### src/rtl/wcca_pkg.sv
// =============================================
// Shared constants for the write checksum checker
package wcca_pkg;

    // =============================================
    // Frame geometry
    localparam int          LANES       = 18;          // Nine lanes per tree, two trees
    localparam int          TREE_LANES  = 9;
    localparam int          MASK_LANE   = 8;           // Lane index of mask/inversion inside a tree
    localparam int          XFERS       = 10;
    localparam logic [3:0]  LAST_XFER_CRC  = 4'h9;     // Checksum frames are ten transfers
    localparam logic [3:0]  LAST_XFER_RAW  = 4'h7;     // Plain frames are eight transfers
    localparam int          CRC_XFER_LO = 8;
    localparam int          CRC_XFER_HI = 9;
    localparam int          WORD_W      = 72;
    localparam int          X4_DATA_W   = 32;
    localparam int          MASK_BASE   = 64;
    localparam int          ARR_W       = 128;

    // =============================================
    // Checksum code: x^8 + x^2 + x + 1, zero seed
    localparam logic [7:0]  CRC_POLY    = 8'h07;
    localparam logic [7:0]  CRC_SEED    = 8'h00;

    // =============================================
    // Alert timing, in ns and command clock cycles
    localparam int          CLK_PERIOD_NS  = 8;
    localparam int          ALERT_LAT_NS   = 13;       // Longest time, rounds down
    localparam int          ALERT_LAT_CYC  = (ALERT_LAT_NS / CLK_PERIOD_NS < 1) ? 1 : ALERT_LAT_NS / CLK_PERIOD_NS;
    localparam logic [3:0]  ALERT_PW_MIN   = 4'h6;
    localparam logic [3:0]  ALERT_PW_MAX   = 4'hA;
    localparam logic [3:0]  ALERT_PW_CYC   = 4'h8;     // Inside the 6..10 window

    // =============================================
    // Register map (byte addresses) and fields
    localparam logic [7:0]  OFS_CFG     = 8'h00;
    localparam logic [7:0]  OFS_MODE5   = 8'h04;
    localparam logic [7:0]  OFS_MULTIPURPOSE_PAGE_REG_THREE    = 8'h08;
    localparam logic [7:0]  OFS_STAT    = 8'h0C;
    localparam int          CFG_WIDTH_LSB = 0;
    localparam int          CFG_CRC_EN    = 2;
    localparam int          CFG_DBI_EN    = 3;
    localparam int          CFG_DM_EN     = 4;
    localparam int          CFG_BC4       = 5;
    localparam logic [5:0]  CFG_RST       = 6'h01;     // x8, checksum off
    localparam int          MODE5_ERR_BIT = 3;
    localparam int          MULTIPURPOSE_PAGE_REG_THREE_ERR_BIT  = 0;

    typedef enum logic [1:0] {
        WCCA_X4  = 2'h0,
        WCCA_X8  = 2'h1,
        WCCA_X16 = 2'h2
    } wcca_width_t;

    typedef enum logic [1:0] {
        WCCA_IDLE  = 2'h0,
        WCCA_RECV  = 2'h1,
        WCCA_CHECK = 2'h3
    } wcca_state_t;

endpackage : wcca_pkg

### src/rtl/wcca_top.sv
// Operation
// - Wide part: two independent trees, lower and upper
// - Lane i: data transfers 0-7, checksum transfer 8
// - Recompute, compare, alert on any mismatch
// - Eight-bit top inputs forced one unless mask/inversion
// - Sixteen-bit top inputs of both trees forced one unless mask/inversion
// - Four-bit part: bits 32 to 71 are ones
// - Full writes commit in the same cycle the check result raises alert
// - Checksum and parity errors share alert output
// - Alert is low pulse of 6-10 cycles
// - Alert starts within 13 ns of error
// - Error sets mode-five and page-three status bits
// - Error clear bit holds until software writes zero
// - Checking enabled by mode bit, full and chopped
// - Checksum frames are exactly ten transfers long
// - Four-bit chop: 16 data bits, split checksum
// - Wide chop: transfers four to seven are ones
// - Code polynomial x^8+x^2+x+1, combinational
// - Zero seed, bit 71 enters first
// - Check raw data, undo inversion only afterwards
//
// The placing of the registers and the APB slave port were decided locally.
`timescale 1ns/1ps
module wcca_top (
    input  wire logic        sys_clk,
    input  wire logic        rstn,
    // APB slave
    input  wire logic        psel,
    input  wire logic        penable,
    input  wire logic        pwrite,
    input  wire logic [7:0]  paddr,
    input  wire logic [31:0] pwdata,
    output logic [31:0]      prdata,
    output logic             pready,
    output logic             pslverr,
    // Write data link pins
    input  wire logic        link_clk,
    input  wire logic        frame_valid,
    input  wire logic [15:0] dq_lane,
    input  wire logic        lower_mask_lane,
    input  wire logic        upper_mask_lane,
    // Parity alert request from the command/address checker
    input  wire logic        parity_alert,
    // Open-drain alert pin
    output logic             alert_o,
    output logic             alert_oe,
    // Array write port
    output logic [127:0]     arr_wr_data,
    output logic             arr_wr_valid
);

    // =============================================
    // Functions
    // Serial form of the code unrolled by synthesis into the xor trees
    function automatic logic [7:0] wcca_crc8(input logic [71:0] d);
        logic [7:0] c;
        logic       fb;
        c  = wcca_pkg::CRC_SEED;
        fb = 1'b0;
        for (int i = wcca_pkg::WORD_W - 1; i >= 0; i--) begin
            fb = c[7] ^ d[i];
            c  = {c[6:0], 1'b0} ^ (fb ? wcca_pkg::CRC_POLY : 8'h00);
        end
        return c;
    endfunction : wcca_crc8

    // Gathers one tree's 72 inputs and forces unused ones high
    function automatic logic [71:0] wcca_word(input logic [9:0][17:0] f, input int t,
                                              input logic x4, input logic bc4, input logic mused);
        logic [71:0] w;
        w = '1;
        for (int j = 0; j < 8; j++) begin
            for (int k = 0; k < 8; k++) begin
                w[8*j+k] = f[k][t*wcca_pkg::TREE_LANES+j];
            end
        end
        for (int k = 0; k < 8; k++) begin
            w[wcca_pkg::MASK_BASE+k] = f[k][t*wcca_pkg::TREE_LANES+wcca_pkg::MASK_LANE];
        end
        if (!mused) begin
            w[71:64] = '1;
        end
        if (x4) begin
            w[71:32] = '1;
        end
        if (bc4) begin
            for (int j = 0; j < 9; j++) begin
                w[8*j+4 +: 4] = '1;
            end
        end
        return w;
    endfunction : wcca_word

    // =============================================
    // Reset release through two flops
    logic [1:0] rst_sync_ff;
    logic       rst_n;

    always_ff @(posedge sys_clk or negedge rstn) begin
        if (!rstn) begin
            rst_sync_ff <= 2'h0;
        end else begin
            rst_sync_ff <= {rst_sync_ff[0], 1'b1};
        end
    end
    assign rst_n = rst_sync_ff[1];

    // =============================================
    // Pin synchroniser; stage one feeds stage two only
    logic [19:0] pin_s1_ff;
    logic [19:0] pin_s2_ff;
    logic        link_clk_d_ff;
    logic        link_rise;
    logic        fv_sync;
    logic [17:0] xfer_bits;

    always_ff @(posedge sys_clk or negedge rst_n) begin
        if (!rst_n) begin
            pin_s1_ff     <= 20'h00000;
            pin_s2_ff     <= 20'h00000;
            link_clk_d_ff <= 1'b0;
        end else begin
            pin_s1_ff     <= {link_clk, frame_valid, upper_mask_lane, dq_lane[15:8], lower_mask_lane, dq_lane[7:0]};
            pin_s2_ff     <= pin_s1_ff;
            link_clk_d_ff <= pin_s2_ff[19];
        end
    end
    // Data rides the same delay as the strobe, so sampling stays aligned
    assign link_rise = pin_s2_ff[19] & ~link_clk_d_ff;
    assign fv_sync   = pin_s2_ff[18];
    assign xfer_bits = pin_s2_ff[17:0];

    // =============================================
    // Configuration and status registers
    logic [5:0] cfg_ff;
    logic       mr5_err_ff;
    logic       multipurpose_page_reg_three_err_ff;
    logic [31:0] prdata_ff;
    logic       crc_en;
    logic       dbi_en;
    logic       mask_used;
    logic       bc4;
    wcca_pkg::wcca_width_t width;

    assign width     = wcca_pkg::wcca_width_t'(cfg_ff[wcca_pkg::CFG_WIDTH_LSB +: 2]);
    assign crc_en    = cfg_ff[wcca_pkg::CFG_CRC_EN];
    assign dbi_en    = cfg_ff[wcca_pkg::CFG_DBI_EN];
    // Both bits set is illegal at the controller; either one enables the lane
    assign mask_used = cfg_ff[wcca_pkg::CFG_DBI_EN] | cfg_ff[wcca_pkg::CFG_DM_EN];
    assign bc4       = cfg_ff[wcca_pkg::CFG_BC4];

    // APB decode
    logic acc_ph, setup_ph, mapped;
    logic hit_cfg, hit_mode5, hit_multipurpose_page_reg_three, hit_stat;
    logic wr_mode5_clr, wr_multipurpose_page_reg_three_clr;

    assign setup_ph     = psel & ~penable;
    assign acc_ph       = psel & penable;
    assign hit_cfg      = paddr == wcca_pkg::OFS_CFG;
    assign hit_mode5    = paddr == wcca_pkg::OFS_MODE5;
    assign hit_multipurpose_page_reg_three     = paddr == wcca_pkg::OFS_MULTIPURPOSE_PAGE_REG_THREE;
    assign hit_stat     = paddr == wcca_pkg::OFS_STAT;
    assign mapped       = hit_cfg | hit_mode5 | hit_multipurpose_page_reg_three | hit_stat;
    assign wr_mode5_clr = acc_ph & pwrite & hit_mode5 & ~pwdata[wcca_pkg::MODE5_ERR_BIT];
    assign wr_multipurpose_page_reg_three_clr  = acc_ph & pwrite & hit_multipurpose_page_reg_three & ~pwdata[wcca_pkg::MULTIPURPOSE_PAGE_REG_THREE_ERR_BIT];
    assign pready       = 1'b1;                                   // Zero wait states
    assign pslverr      = acc_ph & ~mapped;
    assign prdata       = prdata_ff;

    // =============================================
    // Frame receiver
    wcca_pkg::wcca_state_t state_ff;
    wcca_pkg::wcca_state_t nxt_state;
    logic [3:0]       xcnt_ff;
    logic [9:0][17:0] frame_ff;
    logic [3:0]       last_xfer;
    logic             take;

    // Without checksum the frame is eight transfers
    assign last_xfer = crc_en ? wcca_pkg::LAST_XFER_CRC : wcca_pkg::LAST_XFER_RAW;
    assign take      = link_rise & fv_sync;

    always_comb begin
        nxt_state = state_ff;
        unique case (state_ff)
            wcca_pkg::WCCA_IDLE: begin
                if (take) begin
                    nxt_state = wcca_pkg::WCCA_RECV;
                end
            end
            wcca_pkg::WCCA_RECV: begin
                // A frame that drops its valid early is abandoned unchecked
                if (link_rise && !fv_sync) begin
                    nxt_state = wcca_pkg::WCCA_IDLE;
                end else if (take && xcnt_ff == last_xfer) begin
                    nxt_state = wcca_pkg::WCCA_CHECK;
                end
            end
            wcca_pkg::WCCA_CHECK: begin
                nxt_state = wcca_pkg::WCCA_IDLE;
            end
            default: begin
                nxt_state = wcca_pkg::WCCA_IDLE;
            end
        endcase
    end

    // Transfer capture; slots above the last stay as ones
    always_ff @(posedge sys_clk or negedge rst_n) begin
        if (!rst_n) begin
            state_ff <= wcca_pkg::WCCA_IDLE;
            xcnt_ff  <= 4'h0;
            frame_ff <= '1;
        end else begin
            state_ff <= nxt_state;
            if (take && state_ff == wcca_pkg::WCCA_IDLE) begin
                frame_ff    <= '1;
                frame_ff[0] <= xfer_bits;
                xcnt_ff     <= 4'h1;
            end else if (take && state_ff == wcca_pkg::WCCA_RECV) begin
                frame_ff[xcnt_ff] <= xfer_bits;
                xcnt_ff           <= xcnt_ff + 4'h1;
            end
        end
    end

    // =============================================
    // Checksum trees and compare, on raw received bits
    logic [71:0] word_lo, word_hi;
    logic [7:0]  calc_lo, calc_hi, rcv_lo, rcv_hi;
    logic        is_x4, is_x16, mismatch, crc_err;

    assign is_x4   = width == wcca_pkg::WCCA_X4;
    assign is_x16  = width == wcca_pkg::WCCA_X16;
    assign word_lo = wcca_word(frame_ff, 0, is_x4, bc4, mask_used);
    assign word_hi = wcca_word(frame_ff, 1, 1'b0, bc4, mask_used);
    assign calc_lo = wcca_crc8(word_lo);
    assign calc_hi = wcca_crc8(word_hi);
    // Four-bit parts split the checksum over transfers eight and nine
    assign rcv_lo  = is_x4 ? {frame_ff[wcca_pkg::CRC_XFER_HI][3:0], frame_ff[wcca_pkg::CRC_XFER_LO][3:0]}
                           : frame_ff[wcca_pkg::CRC_XFER_LO][7:0];
    assign rcv_hi  = frame_ff[wcca_pkg::CRC_XFER_LO][16:9];
    assign mismatch = (|(calc_lo ^ rcv_lo)) | (is_x16 & (|(calc_hi ^ rcv_hi)));
    assign crc_err  = (state_ff == wcca_pkg::WCCA_CHECK) & crc_en & mismatch;

    // =============================================
    // Array write: committed at once, inversion undone here only
    logic [127:0] arr_data_ff;
    logic         arr_valid_ff;
    logic [127:0] nxt_arr_data;

    always_comb begin
        nxt_arr_data = '0;
        for (int l = 0; l < 16; l++) begin
            for (int k = 0; k < 8; k++) begin
                // Inversion lane is active low: zero means the byte was inverted
                nxt_arr_data[8*l+k] = frame_ff[k][l + l/8] ^
                    (dbi_en & ~frame_ff[k][(l/8)*wcca_pkg::TREE_LANES + wcca_pkg::MASK_LANE]);
            end
        end
    end

    // Full writes land in the same cycle that the compare result starts the alert and sets the error bits
    always_ff @(posedge sys_clk or negedge rst_n) begin
        if (!rst_n) begin
            arr_data_ff  <= 128'h0;
            arr_valid_ff <= 1'b0;
        end else begin
            arr_valid_ff <= state_ff == wcca_pkg::WCCA_CHECK;
            if (state_ff == wcca_pkg::WCCA_CHECK) begin
                arr_data_ff <= nxt_arr_data;
            end
        end
    end
    assign arr_wr_data  = arr_data_ff;
    assign arr_wr_valid = arr_valid_ff;

    // =============================================
    // Alert pulse; a fixed pulse keeps retries cheap at the controller
    logic [3:0] alert_cnt_ff;
    logic       alert_act;

    always_ff @(posedge sys_clk or negedge rst_n) begin
        if (!rst_n) begin
            alert_cnt_ff <= 4'h0;
        end else if (crc_err) begin
            alert_cnt_ff <= wcca_pkg::ALERT_PW_CYC;
        end else if (alert_cnt_ff != 4'h0) begin
            alert_cnt_ff <= alert_cnt_ff - 4'h1;
        end
    end
    assign alert_act = alert_cnt_ff != 4'h0;
    assign alert_o   = 1'b0;                                    // Open drain only pulls low
    assign alert_oe  = alert_act | parity_alert;

    // =============================================
    // Register writes, sticky error bits and read data
    always_ff @(posedge sys_clk or negedge rst_n) begin
        if (!rst_n) begin
            cfg_ff      <= wcca_pkg::CFG_RST;
            mr5_err_ff  <= 1'b0;
            multipurpose_page_reg_three_err_ff <= 1'b0;
            prdata_ff   <= 32'h0;
        end else begin
            if (acc_ph && pwrite && hit_cfg) begin
                cfg_ff <= pwdata[5:0];
            end
            // Set wins over a clear in the same cycle
            if (crc_err) begin
                mr5_err_ff  <= 1'b1;
                multipurpose_page_reg_three_err_ff <= 1'b1;
            end else begin
                if (wr_mode5_clr) begin
                    mr5_err_ff <= 1'b0;
                end
                if (wr_multipurpose_page_reg_three_clr) begin
                    multipurpose_page_reg_three_err_ff <= 1'b0;
                end
            end
            if (setup_ph) begin
                prdata_ff <= 32'h0;
                if (hit_cfg) begin
                    prdata_ff[5:0] <= cfg_ff;
                end
                if (hit_mode5) begin
                    prdata_ff[wcca_pkg::MODE5_ERR_BIT] <= mr5_err_ff;
                end
                if (hit_multipurpose_page_reg_three) begin
                    prdata_ff[wcca_pkg::MULTIPURPOSE_PAGE_REG_THREE_ERR_BIT] <= multipurpose_page_reg_three_err_ff;
                end
                if (hit_stat) begin
                    prdata_ff[7:0] <= {alert_act, state_ff, 1'b0, xcnt_ff};
                end
            end
        end
    end

    // =============================================
    // Assertions
    // A reload during a pulse would stretch it; link speed keeps errors further apart
    property p_alert_width;
        @(posedge sys_clk) disable iff (!rst_n) $rose(alert_act) |-> alert_act[*8] ##1 !alert_act;
    endproperty
    a_alert_width: assert property (p_alert_width) else $error("alert pulse width wrong");
    property p_alert_end;
        @(posedge sys_clk) disable iff (!rst_n) $fell(alert_act) |-> $past(alert_cnt_ff) == 4'h1;
    endproperty
    a_alert_end: assert property (p_alert_end) else $error("alert ended early");
    property p_alert_lat;
        @(posedge sys_clk) disable iff (!rst_n) crc_err |-> ##1 (alert_act && alert_oe);
    endproperty
    a_alert_lat: assert property (p_alert_lat) else $error("alert late after checksum error");
    property p_sticky_set;
        @(posedge sys_clk) disable iff (!rst_n) crc_err |=> mr5_err_ff && multipurpose_page_reg_three_err_ff;
    endproperty
    a_sticky_set: assert property (p_sticky_set) else $error("error bits not set");
    property p_sticky_hold;
        @(posedge sys_clk) disable iff (!rst_n) mr5_err_ff && !wr_mode5_clr |=> mr5_err_ff;
    endproperty
    a_sticky_hold: assert property (p_sticky_hold) else $error("error clear bit dropped by itself");
    property p_x4_ones;
        @(posedge sys_clk) disable iff (!rst_n) state_ff == wcca_pkg::WCCA_CHECK && is_x4 |-> &word_lo[71:32];
    endproperty
    a_x4_ones: assert property (p_x4_ones) else $error("four-bit upper inputs not ones");
    property p_mask_ones;
        @(posedge sys_clk) disable iff (!rst_n)
        state_ff == wcca_pkg::WCCA_CHECK && !mask_used |-> (&word_lo[71:64]) && (&word_hi[71:64]);
    endproperty
    a_mask_ones: assert property (p_mask_ones) else $error("mask inputs not forced to one");
    property p_bc4_ones;
        @(posedge sys_clk) disable iff (!rst_n) state_ff == wcca_pkg::WCCA_CHECK && bc4
        |-> (&word_lo[7:4]) && (&word_lo[71:68]) && (mask_used || (&word_lo[67:64]));
    endproperty
    a_bc4_ones: assert property (p_bc4_ones) else $error("chopped transfers not ones");
    property p_frame_len;
        @(posedge sys_clk) disable iff (!rst_n) state_ff == wcca_pkg::WCCA_RECV && take && crc_en
        && xcnt_ff == wcca_pkg::LAST_XFER_CRC |=> state_ff == wcca_pkg::WCCA_CHECK;
    endproperty
    a_frame_len: assert property (p_frame_len) else $error("ten-transfer frame not checked");
    property p_disabled;
        @(posedge sys_clk) disable iff (!rst_n) !crc_en && !alert_act |=> !alert_act;
    endproperty
    a_disabled: assert property (p_disabled) else $error("alert with checking disabled");
    property p_parity_share;
        @(posedge sys_clk) disable iff (!rst_n) parity_alert |-> alert_oe && !alert_o;
    endproperty
    a_parity_share: assert property (p_parity_share) else $error("parity alert not on shared pin");
    c_crc_err: cover property (@(posedge sys_clk) disable iff (!rst_n) crc_err);
    c_good_frame: cover property (@(posedge sys_clk) disable iff (!rst_n)
        state_ff == wcca_pkg::WCCA_CHECK && crc_en && !mismatch);
    c_bc4_x16: cover property (@(posedge sys_clk) disable iff (!rst_n)
        state_ff == wcca_pkg::WCCA_CHECK && bc4 && is_x16);

endmodule : wcca_top

### config.mk
export PLATFORM = sky130hd
export DESIGN_NAME = wcca_top
export DESIGN_NICKNAME = d
export VERILOG_FILES = /design/src/rtl/wcca_pkg.sv /design/src/rtl/wcca_top.sv
export SDC_FILE = /design/constraint.sdc
export NUM_CORES = 1
export LEC_CHECK = 0
export ABC_AREA = 1
export BUFFER_PORTS_ARGS = -buffer_cell sky130_fd_sc_hd__buf_4
export CAP_MARGIN = 20
export CORE_MARGIN = 2
export CORE_UTILIZATION = 30
export DETAILED_ROUTE_END_ITERATION = 10
export GPL_TIMING_DRIVEN = 0
export PLACE_DENSITY = 0.57
export RECOVER_POWER = 50
export SYNTH_ARGS = -nofsm -noshare
export SYNTH_HDL_FRONTEND = slang
export SYNTH_SLANG_ARGS = --single-unit
export TNS_END_PERCENT = 50
### constraint.sdc
create_clock -name sys_clk -period 13.78 [get_ports sys_clk]
set_input_delay 1.378 -clock sys_clk [delete_from_list [all_inputs] [get_ports sys_clk]]
set_output_delay 1.378 -clock sys_clk [all_outputs]
set_load 0.02 [all_outputs]
==> flow_summary.toml, run 1 <==
[cts]
cts_buffers = 43
cts_root_buf = "clkbuf_16"
tritoncts = "built"
cts_resized = 0
hold_buffers = 0
post_cts_buffers = 0
clkTransAtPathRegs_ns = 0.06
htreeDepth = 2
cts_sinks = 362
insertion_delay_ns = 0.60
cts_buffer_depth = 3

[global_routing]
grt_pass1_wl_um = 118000
grt_use_total_pct = 19.9
antenna_found_initial = 1
grt_pass1_vias = 19900
grt_start_max_net_pins = 69
grt_overflow = 0

[logic_synthesis]
ys.warnings.count = 0
ys_types = 44
netlist_instances = 3160
syn_area_per_cell_um2 = 7.14
synth_seq_area_share_pct = 41.1
synth-seq-cells = 362
syn_area_um2 = 22600

[timing]
clock_skew_ns = 0.0217
worst_slew_pin_slew_ns = 3.54
max_freq_ghz = 0.128
slew_viol_final = 224
rsz0062_at_grt = "no"
finalCritPeriodShare_pct = 56.5
report.final.hold_viol_count = 0
slew_headroom_pct = -136
fin_ws_ns = 5.99
period_minus_slack_ns = 7.79
setup_viol_count_final = 0

[place]
port_buffers = 178
gp_congestion = 0.906
dp.final_hpwl_um = 59400
placed_cells = 4338
preCtsSetupSlack_ns = 7.70

[detailed_routing]
drt_iter0_drc = 1647
viasPerCell = 4.82
drc = 0
drt-total-wl_um = 77700
ant_nets = 0
dr.pass1.iters = 7
routedWlPerCell_um = 17.6
num_vias = 21300

[cells_and_area]
area_growth_pct = 18.5
layout.nets = 3487
final_common_cell = "nand2_1"
instances_no_fill = 4421
layout_common_cells = "nand2_1, nand3_1, nor2_1"
drive_gt1_share_pct = 19.3

[floorplanning]
die_y_um = 278
chipWidth_um = 278
io-pin-count = 231
initial_utilization_pct = 30.3
dieArea_um2 = 77400
fp-row-count = 100
coreArea_um2 = 74400

[outcome]
violations = "capacitance limit, slew limit"
status = "finished with violations"

[worst_setup_path]
critPathLaunchType = "flip-flop"
crit_arrival_ns = 7.88
crit_fanout = 64
worstSetupPathType = "flip-flop to asynchronous set/reset pin"
crit_required_ns = 13.87
endpoint_kind = "asynchronous set/reset pin"

[job]
cap_violations = 4

[hold_path]
hp-class = "flip-flop to flip-flop"
-- final timing paths --
kind / from / end / slack, ns / cells past startpoint
min: pin_s1_ff[14] / pin_s2_ff[14] / 0.35 / 0
max in group sys_clk: cfg_ff[0] / multipurpose_page_reg_three_err_ff / 7.69 / 44
min in group asynchronous: rst_sync_ff[1] / prdata[3] / 0.39 / 0
max reg2reg: rst_sync_ff[1] / arr_wr_data[2] / 5.99 / 3
min reg2reg: pin_s1_ff[14] / pin_s2_ff[14] / 0.35 / 0
max: rst_sync_ff[1] / arr_wr_data[2] / 5.99 / 3
-- registers in the layout (all words and copies together), names as in the netlist --
register	flops
xcnt_ff	4
cfg_ff	6
arr_wr_data	128
state_ff	2
pin_s1_ff	20
prdata	8
pin_s2_ff	20
multipurpose_page_reg_three_err_ff	1
alert_cnt_ff	4
mr5_err_ff	1
link_clk_d_ff	1
frame_ff	164
arr_wr_valid	1
rst_sync_ff	2
-- logic make-up (layout without fill, tap and decap cells) --
| logic type | Yosys count | in the layout | synth area share, % |
|---|---|---|---|
| flip-flops | 362 | 362 | 41.1 |
| XOR/XNOR | 157 | 157 | 6.23 |
| AND/OR/NAND/NOR | 1854 | 1854 | 36.3 |
| multiplexers | 3 | 3 | 0.150 |
| other | 2 | 29 | 0.0333 |
| buffers and inverters | 422 | 687 | 7.82 |
| adder cells (fa/ha/maj) | 6 | 6 | 0.333 |
| AO/OA/AOI/OAI | 354 | 354 | 8.02 |
-- area by class of cell --
class | count | area [µm²]
fillers | 7909 | 47700
multi-input cells | 2401 | 11600
flip-flops and latches | 362 | 9270
repair buffers | 185 | 1370
clock buffers | 63 | 1290
well taps | 969 | 1210
inverters | 314 | 1180
plain buffers | 108 | 583
clock inverters | 17 | 203
diodes | 2 | 5.00
-- through the flow --
stage	area, µm²	utilization (%)	setup TNS, ns	hold slack [ns]
floorplan	22600	-	0	0.331
global placement	25200	33.8	-268.32	0.333
detailed placement	25400	34.1	0	0.246
CTS	26900	36.1	0	0.246
global route	26700	35.9	0	0.355
finish	26700	35.9	0	0.346
-- worst max-delay path: stages, from the launching register on --
cell      delay, ns
dfrtp_1        0.96
clkbuf_1       2.43
clkbuf_1       1.70
clkbuf_1       2.08
-- per-layer routing --
layer,up-vias,routed length (µm),global-route usage [%]
li1,10500,-,-
met1,9945,34000,26.8
met2,709,35000,31.5
met3,135,5790,3.39
met4,0,2910,8.01
met5,-,0,0
-- synthesized netlist by cell type (all sizes together) --
| cell type | count | area [µm²] |
|---|---|---|
| nand2 | 1102 | 4500 |
| nand3 | 392 | 2100 |
| inv | 306 | 1150 |
| nor2 | 287 | 1110 |
| dfrtp | 197 | 4930 |
| a21oi | 169 | 850 |
| o21ai | 167 | 836 |
| dfstp | 165 | 4340 |
| xor2 | 152 | 1350 |
| clkbuf | 65 | 245 |
| buf | 43 | 338 |
| nand3b | 37 | 278 |
| nor3 | 21 | 105 |
| a31oi | 10 | 62.6 |
| clkinv | 8 | 30.0 |
| nand4 | 7 | 43.8 |
| ha | 6 | 75.1 |
| xnor2 | 5 | 51.3 |
| nor4 | 4 | 25.0 |
| or2 | 4 | 25.0 |
| mux2 | 3 | 33.8 |
| conb | 2 | 7.51 |
| o22ai | 2 | 12.5 |
| o31ai | 2 | 15.0 |
| a221oi | 1 | 8.76 |
| o2111ai | 1 | 8.76 |
| o211ai | 1 | 7.51 |
| o41ai | 1 | 8.76 |
Power of run 1 is not shown: default switching activity piles up to over one toggle a cycle in this logic, so the estimate is an artifact.
==> inputs of run 2 (changes only) <==
Clock period 13.78 ns to 8.2 ns, I/O delays scaled along.
==> flow_summary.toml, run 2 (same netlist as run 1, synthesis figures left out) <==
[detailed_routing]
dr.pass1.iters = 6
num_vias = 21300
drt_iter0_drc = 1659
viasPerCell = 4.82
drc = 0
routedWlPerCell_um = 17.6
drt-total-wl_um = 77600
ant_nets = 0

[cells_and_area]
final_common_cell = "nand2_1"
area_growth_pct = 18.2
largest_reg_flops = 164
stdcell_area_um2 = 26700
n_fill_cell = 7865
drive_gt1_share_pct = 18.7
layout_common_cells = "nand2_1, nand3_1, nor2_1"
layout.nets = 3486
regMostFlops = "frame_ff"

[timing]
worst_slew_pin_slew_ns = 3.68
tns_ns = 0
finalCritPeriodShare_pct = 77.0
clock_skew_ns = 0.0306
fin_ws_ns = 1.89
report.final.hold_viol_count = 0
setup_viol_count_final = 0
whs_ns = 0.346
rsz0062_at_grt = "no"
slew_headroom_pct = -145
period_minus_slack_ns = 6.31
slew_viol_final = 258
max_freq_ghz = 0.158

[worst_setup_path]
crit_fanout = 73
worstSetupPathType = "flip-flop to asynchronous set/reset pin"
crit_arrival_ns = 6.69
endpoint_kind = "asynchronous set/reset pin"
critPathLaunchType = "flip-flop"
crit_required_ns = 8.58

[cts]
cts_buffers = 43
cts_sinks = 362
tritoncts = "built"
clkTransAtPathRegs_ns = 0.06
insertion_delay_ns = 0.59
cts_resized = 0
hold_buffers = 1
cts_root_buf = "clkbuf_16"
htreeDepth = 2
post_cts_buffers = 0
cts_buffer_depth = 3

[floorplanning]
chipWidth_um = 278
coreArea_um2 = 74400
die_y_um = 278
fp-row-count = 100
initial_utilization_pct = 30.3
dieArea_um2 = 77400
io-pin-count = 231

[global_routing]
grt_start_max_net_pins = 74
antenna_found_initial = 3
grt_pass1_wl_um = 116000
grt_overflow = 0
grt_pass1_vias = 19700
grt_use_total_pct = 19.6

[place]
port_buffers = 178
placed_area_um2 = 25300
preCtsSetupSlack_ns = 2.07
dp.final_hpwl_um = 59100
gp_congestion = 0.911

[outcome]
status = "finished with violations"
violations = "capacitance limit, slew limit"

[job]
cap_violations = 4

[hold_path]
hp-class = "flip-flop to flip-flop"
run 2: worst max-delay path, stage by stage (launching register included):
cell and delay [ns]:
dfrtp_1 2.01, clkbuf_1 2.43, clkbuf_2 1.56
run 2: metal layers:
layer  GRT usage, %  wire length [µm]
met1           26.6             34600
met4           6.92              2650
met3           3.06              5360
met5              0                13
met2           31.6             35000
run 2: final timing paths:
kind / startpoint / end / cells past startpoint / slack (ns)
max in group sys_clk: cfg_ff[0] / multipurpose_page_reg_three_err_ff / 44 / 2.08
worst max-delay path: rst_sync_ff[1] / arr_wr_data[3] / 2 / 1.89
worst min register to register: pin_s1_ff[18] / pin_s2_ff[18] / 0 / 0.35
worst min-delay path: pin_s1_ff[18] / pin_s2_ff[18] / 0 / 0.35
worst max register to register: rst_sync_ff[1] / arr_wr_data[3] / 2 / 1.89
min in group asynchronous: rstn / rst_sync_ff[0] / 2 / 0.55
run 2: cell type report:
| type | count | area [µm²] | area share [%] |
|---|---|---|---|
| tap | 969 | 1210 | 4.55 |
| inverter | 314 | 1180 | 4.43 |
| sequential | 362 | 9270 | 34.7 |
| clock buffer | 67 | 1300 | 4.87 |
| clock inverter | 13 | 190 | 0.713 |
| antenna | 1 | 2.50 | 0.00938 |
| buffer | 108 | 583 | 2.19 |
| timing repair buffer | 184 | 1320 | 4.94 |
| multi-input combinational | 2401 | 11600 | 43.6 |
run 2: per-stage QoR:
step / std cells / utilization [%]
floorplan: 3185 / -
global route: 4418 / 35.8
global placement: 4332 / 33.8
finish: 4419 / 35.8
CTS: 4418 / 36.1
detailed placement: 4337 / 34.0
Power of run 2 is left out for the same reason.
==> inputs of run 3 (changes only) <==
Settings changed: PLACE_DENSITY 0.57 to 0.59.
Clock period 8.2 ns to 5.4 ns, I/O delays scaled along.
==> flow_summary.toml, run 3 (same netlist as run 1, synthesis figures left out) <==
[cells_and_area]
n_fill_cell = 7730
drive_gt1_share_pct = 27.5
antennaDiodeCount = 0
regMostFlops = "frame_ff"
final_common_cell = "nand2_1"
layout.nets = 3524
final_util_pct = 38.1
multi_input_area_um2 = 13500
largest_reg_flops = 164
layout_common_cells = "nand2_1, nand2_2, nand3_1"
area_growth_pct = 25.9
register_area_um2 = 9270

[detailed_routing]
dr.pass1.iters = 6
ant_nets = 0
viasPerCell = 4.92
drc = 0
routedWlPerCell_um = 17.8
drt_iter0_drc = 1940
drt-total-wl_um = 79100
num_vias = 21900

[timing]
rsz0062_at_grt = "yes"
finalCritPeriodShare_pct = 105
fin_ws_ns = -0.263
clock_skew_ns = 0.0212
setup_viol_count_final = 6
slew_headroom_pct = -30.7
worst_slew_pin_slew_ns = 1.96
max_freq_ghz = 0.177
period_minus_slack_ns = 5.66
report.final.hold_viol_count = 0
slew_viol_final = 246

[cts]
insertion_delay_ns = 0.59
cts_buffers = 41
cts_root_buf = "clkbuf_16"
tritoncts = "built"
htreeDepth = 2
clkTransAtPathRegs_ns = 0.06
cts_sinks = 362
cts_buffer_depth = 3

[floorplanning]
dieArea_um2 = 77400
chipWidth_um = 278
die_y_um = 278
fp-row-count = 100
initial_utilization_pct = 30.3
coreArea_um2 = 74400
io-pin-count = 231

[global_routing]
grt_pass1_vias = 20000
grt_start_max_net_pins = 72
grt_pass1_wl_um = 117000
grt_use_total_pct = 19.7
grt_overflow = 0
antenna_found_initial = 2

[worst_setup_path]
max_stage_delay_ns = 0.37
critPathLaunchType = "flip-flop"
endpoint_kind = "flip-flop"
cp.buffers_inverters = 9
crit_arrival_ns = 6.13
path_delay_family = "simple AND/OR/NAND/NOR gates"
crit_slowest_cell = "dfrtp_1"
worstSetupPathType = "flip-flop to flip-flop"
crit_required_ns = 5.87
crit_fanout = 6

[place]
port_buffers = 178
gp_congestion = 0.926
preCtsSetupSlack_ns = -0.679
dp.final_hpwl_um = 58500

[outcome]
violations = "capacitance limit, slew limit, setup timing"
status = "finished with violations"

[job]
cap_violations = 4

[hold_path]
hp-class = "input port to flip-flop"
==> run 3: cell count changes in the layout (fill, tap and decap cells not counted), moves of 66 or more <==
cell and delta:
buf_4 -81, clkbuf_1 +107, nand2_1 -250, nand2_2 +180, nand3_2 +66, nand3_1 -92
nand2_4 +68
==> run 3: path summary, 6_finish.rpt <==
kind | startpoint | slack, ns | cells past startpoint | to
worst max register to register | cfg_ff[3] | -0.26 | 52 | multipurpose_page_reg_three_err_ff
worst min-delay path | dq_lane[6] | 0.08 | 1 | pin_s1_ff[6]
min in group asynchronous | rstn | 0.27 | 2 | rst_sync_ff[1]
worst min register to register | pin_s1_ff[18] | 0.34 | 0 | pin_s2_ff[18]
max in group asynchronous | rst_sync_ff[1] | 0.67 | 3 | frame_ff[65]
worst max-delay path | cfg_ff[3] | -0.26 | 52 | multipurpose_page_reg_three_err_ff
==> run 3: per-layer routing <==
metal	vias to the layer above	part of all wire, %	global-route usage [%]
met1	10400	44	26.9
met2	790	46	32.0
met5	-	0	0
li1	10600	-	-
met4	0	2.7	6.13
met3	124	7.7	3.16
==> run 3: area by class of cell <==
class                           instances  share of cell area (%)
Buffer                                108                    2.12
Clock buffer                           58                    4.12
Clock inverter                         18                   0.740
Inverter                              314                    4.21
Multi-Input combinational cell       2401                    47.4
Sequential cell                       362                    32.6
Tap cell                              969                    4.27
Timing Repair Buffer                  224                    4.46
==> run 3: timing repair <==
action / CTS / global route
gates cloned: 1 / 2
hold buffers: 1 / 0
hold endpoints to repair: 2 / 0
buffers inserted: 21 / 16
endpoints found under the setup margin: 6 / 6
resized for setup: 239 / 273
pin swaps: 91 / 100
==> run 3: through the flow <==
step	setup TNS, ns	instances	instance area (µm²)	hold WS [ns]
after floorplan	0	3185	22700	0.244
after global placement	-3.39	4332	25200	0.323
after detailed placement	-3.79	4337	25300	0.325
after CTS	-0.549	4436	27800	0.0324
after global routing	-7.02	4454	28400	0.0648
final	-1.44	4454	28400	0.0752
==> run 3: worst register-to-register path, delay by kind of cell, from the launching register on <==
family	cells	cell delay, ns
and+or+nand+nor	43	4.32
buffers and inverters	9	0.89
DFF	1	0.37
Power of run 3 is left out for the same reason.
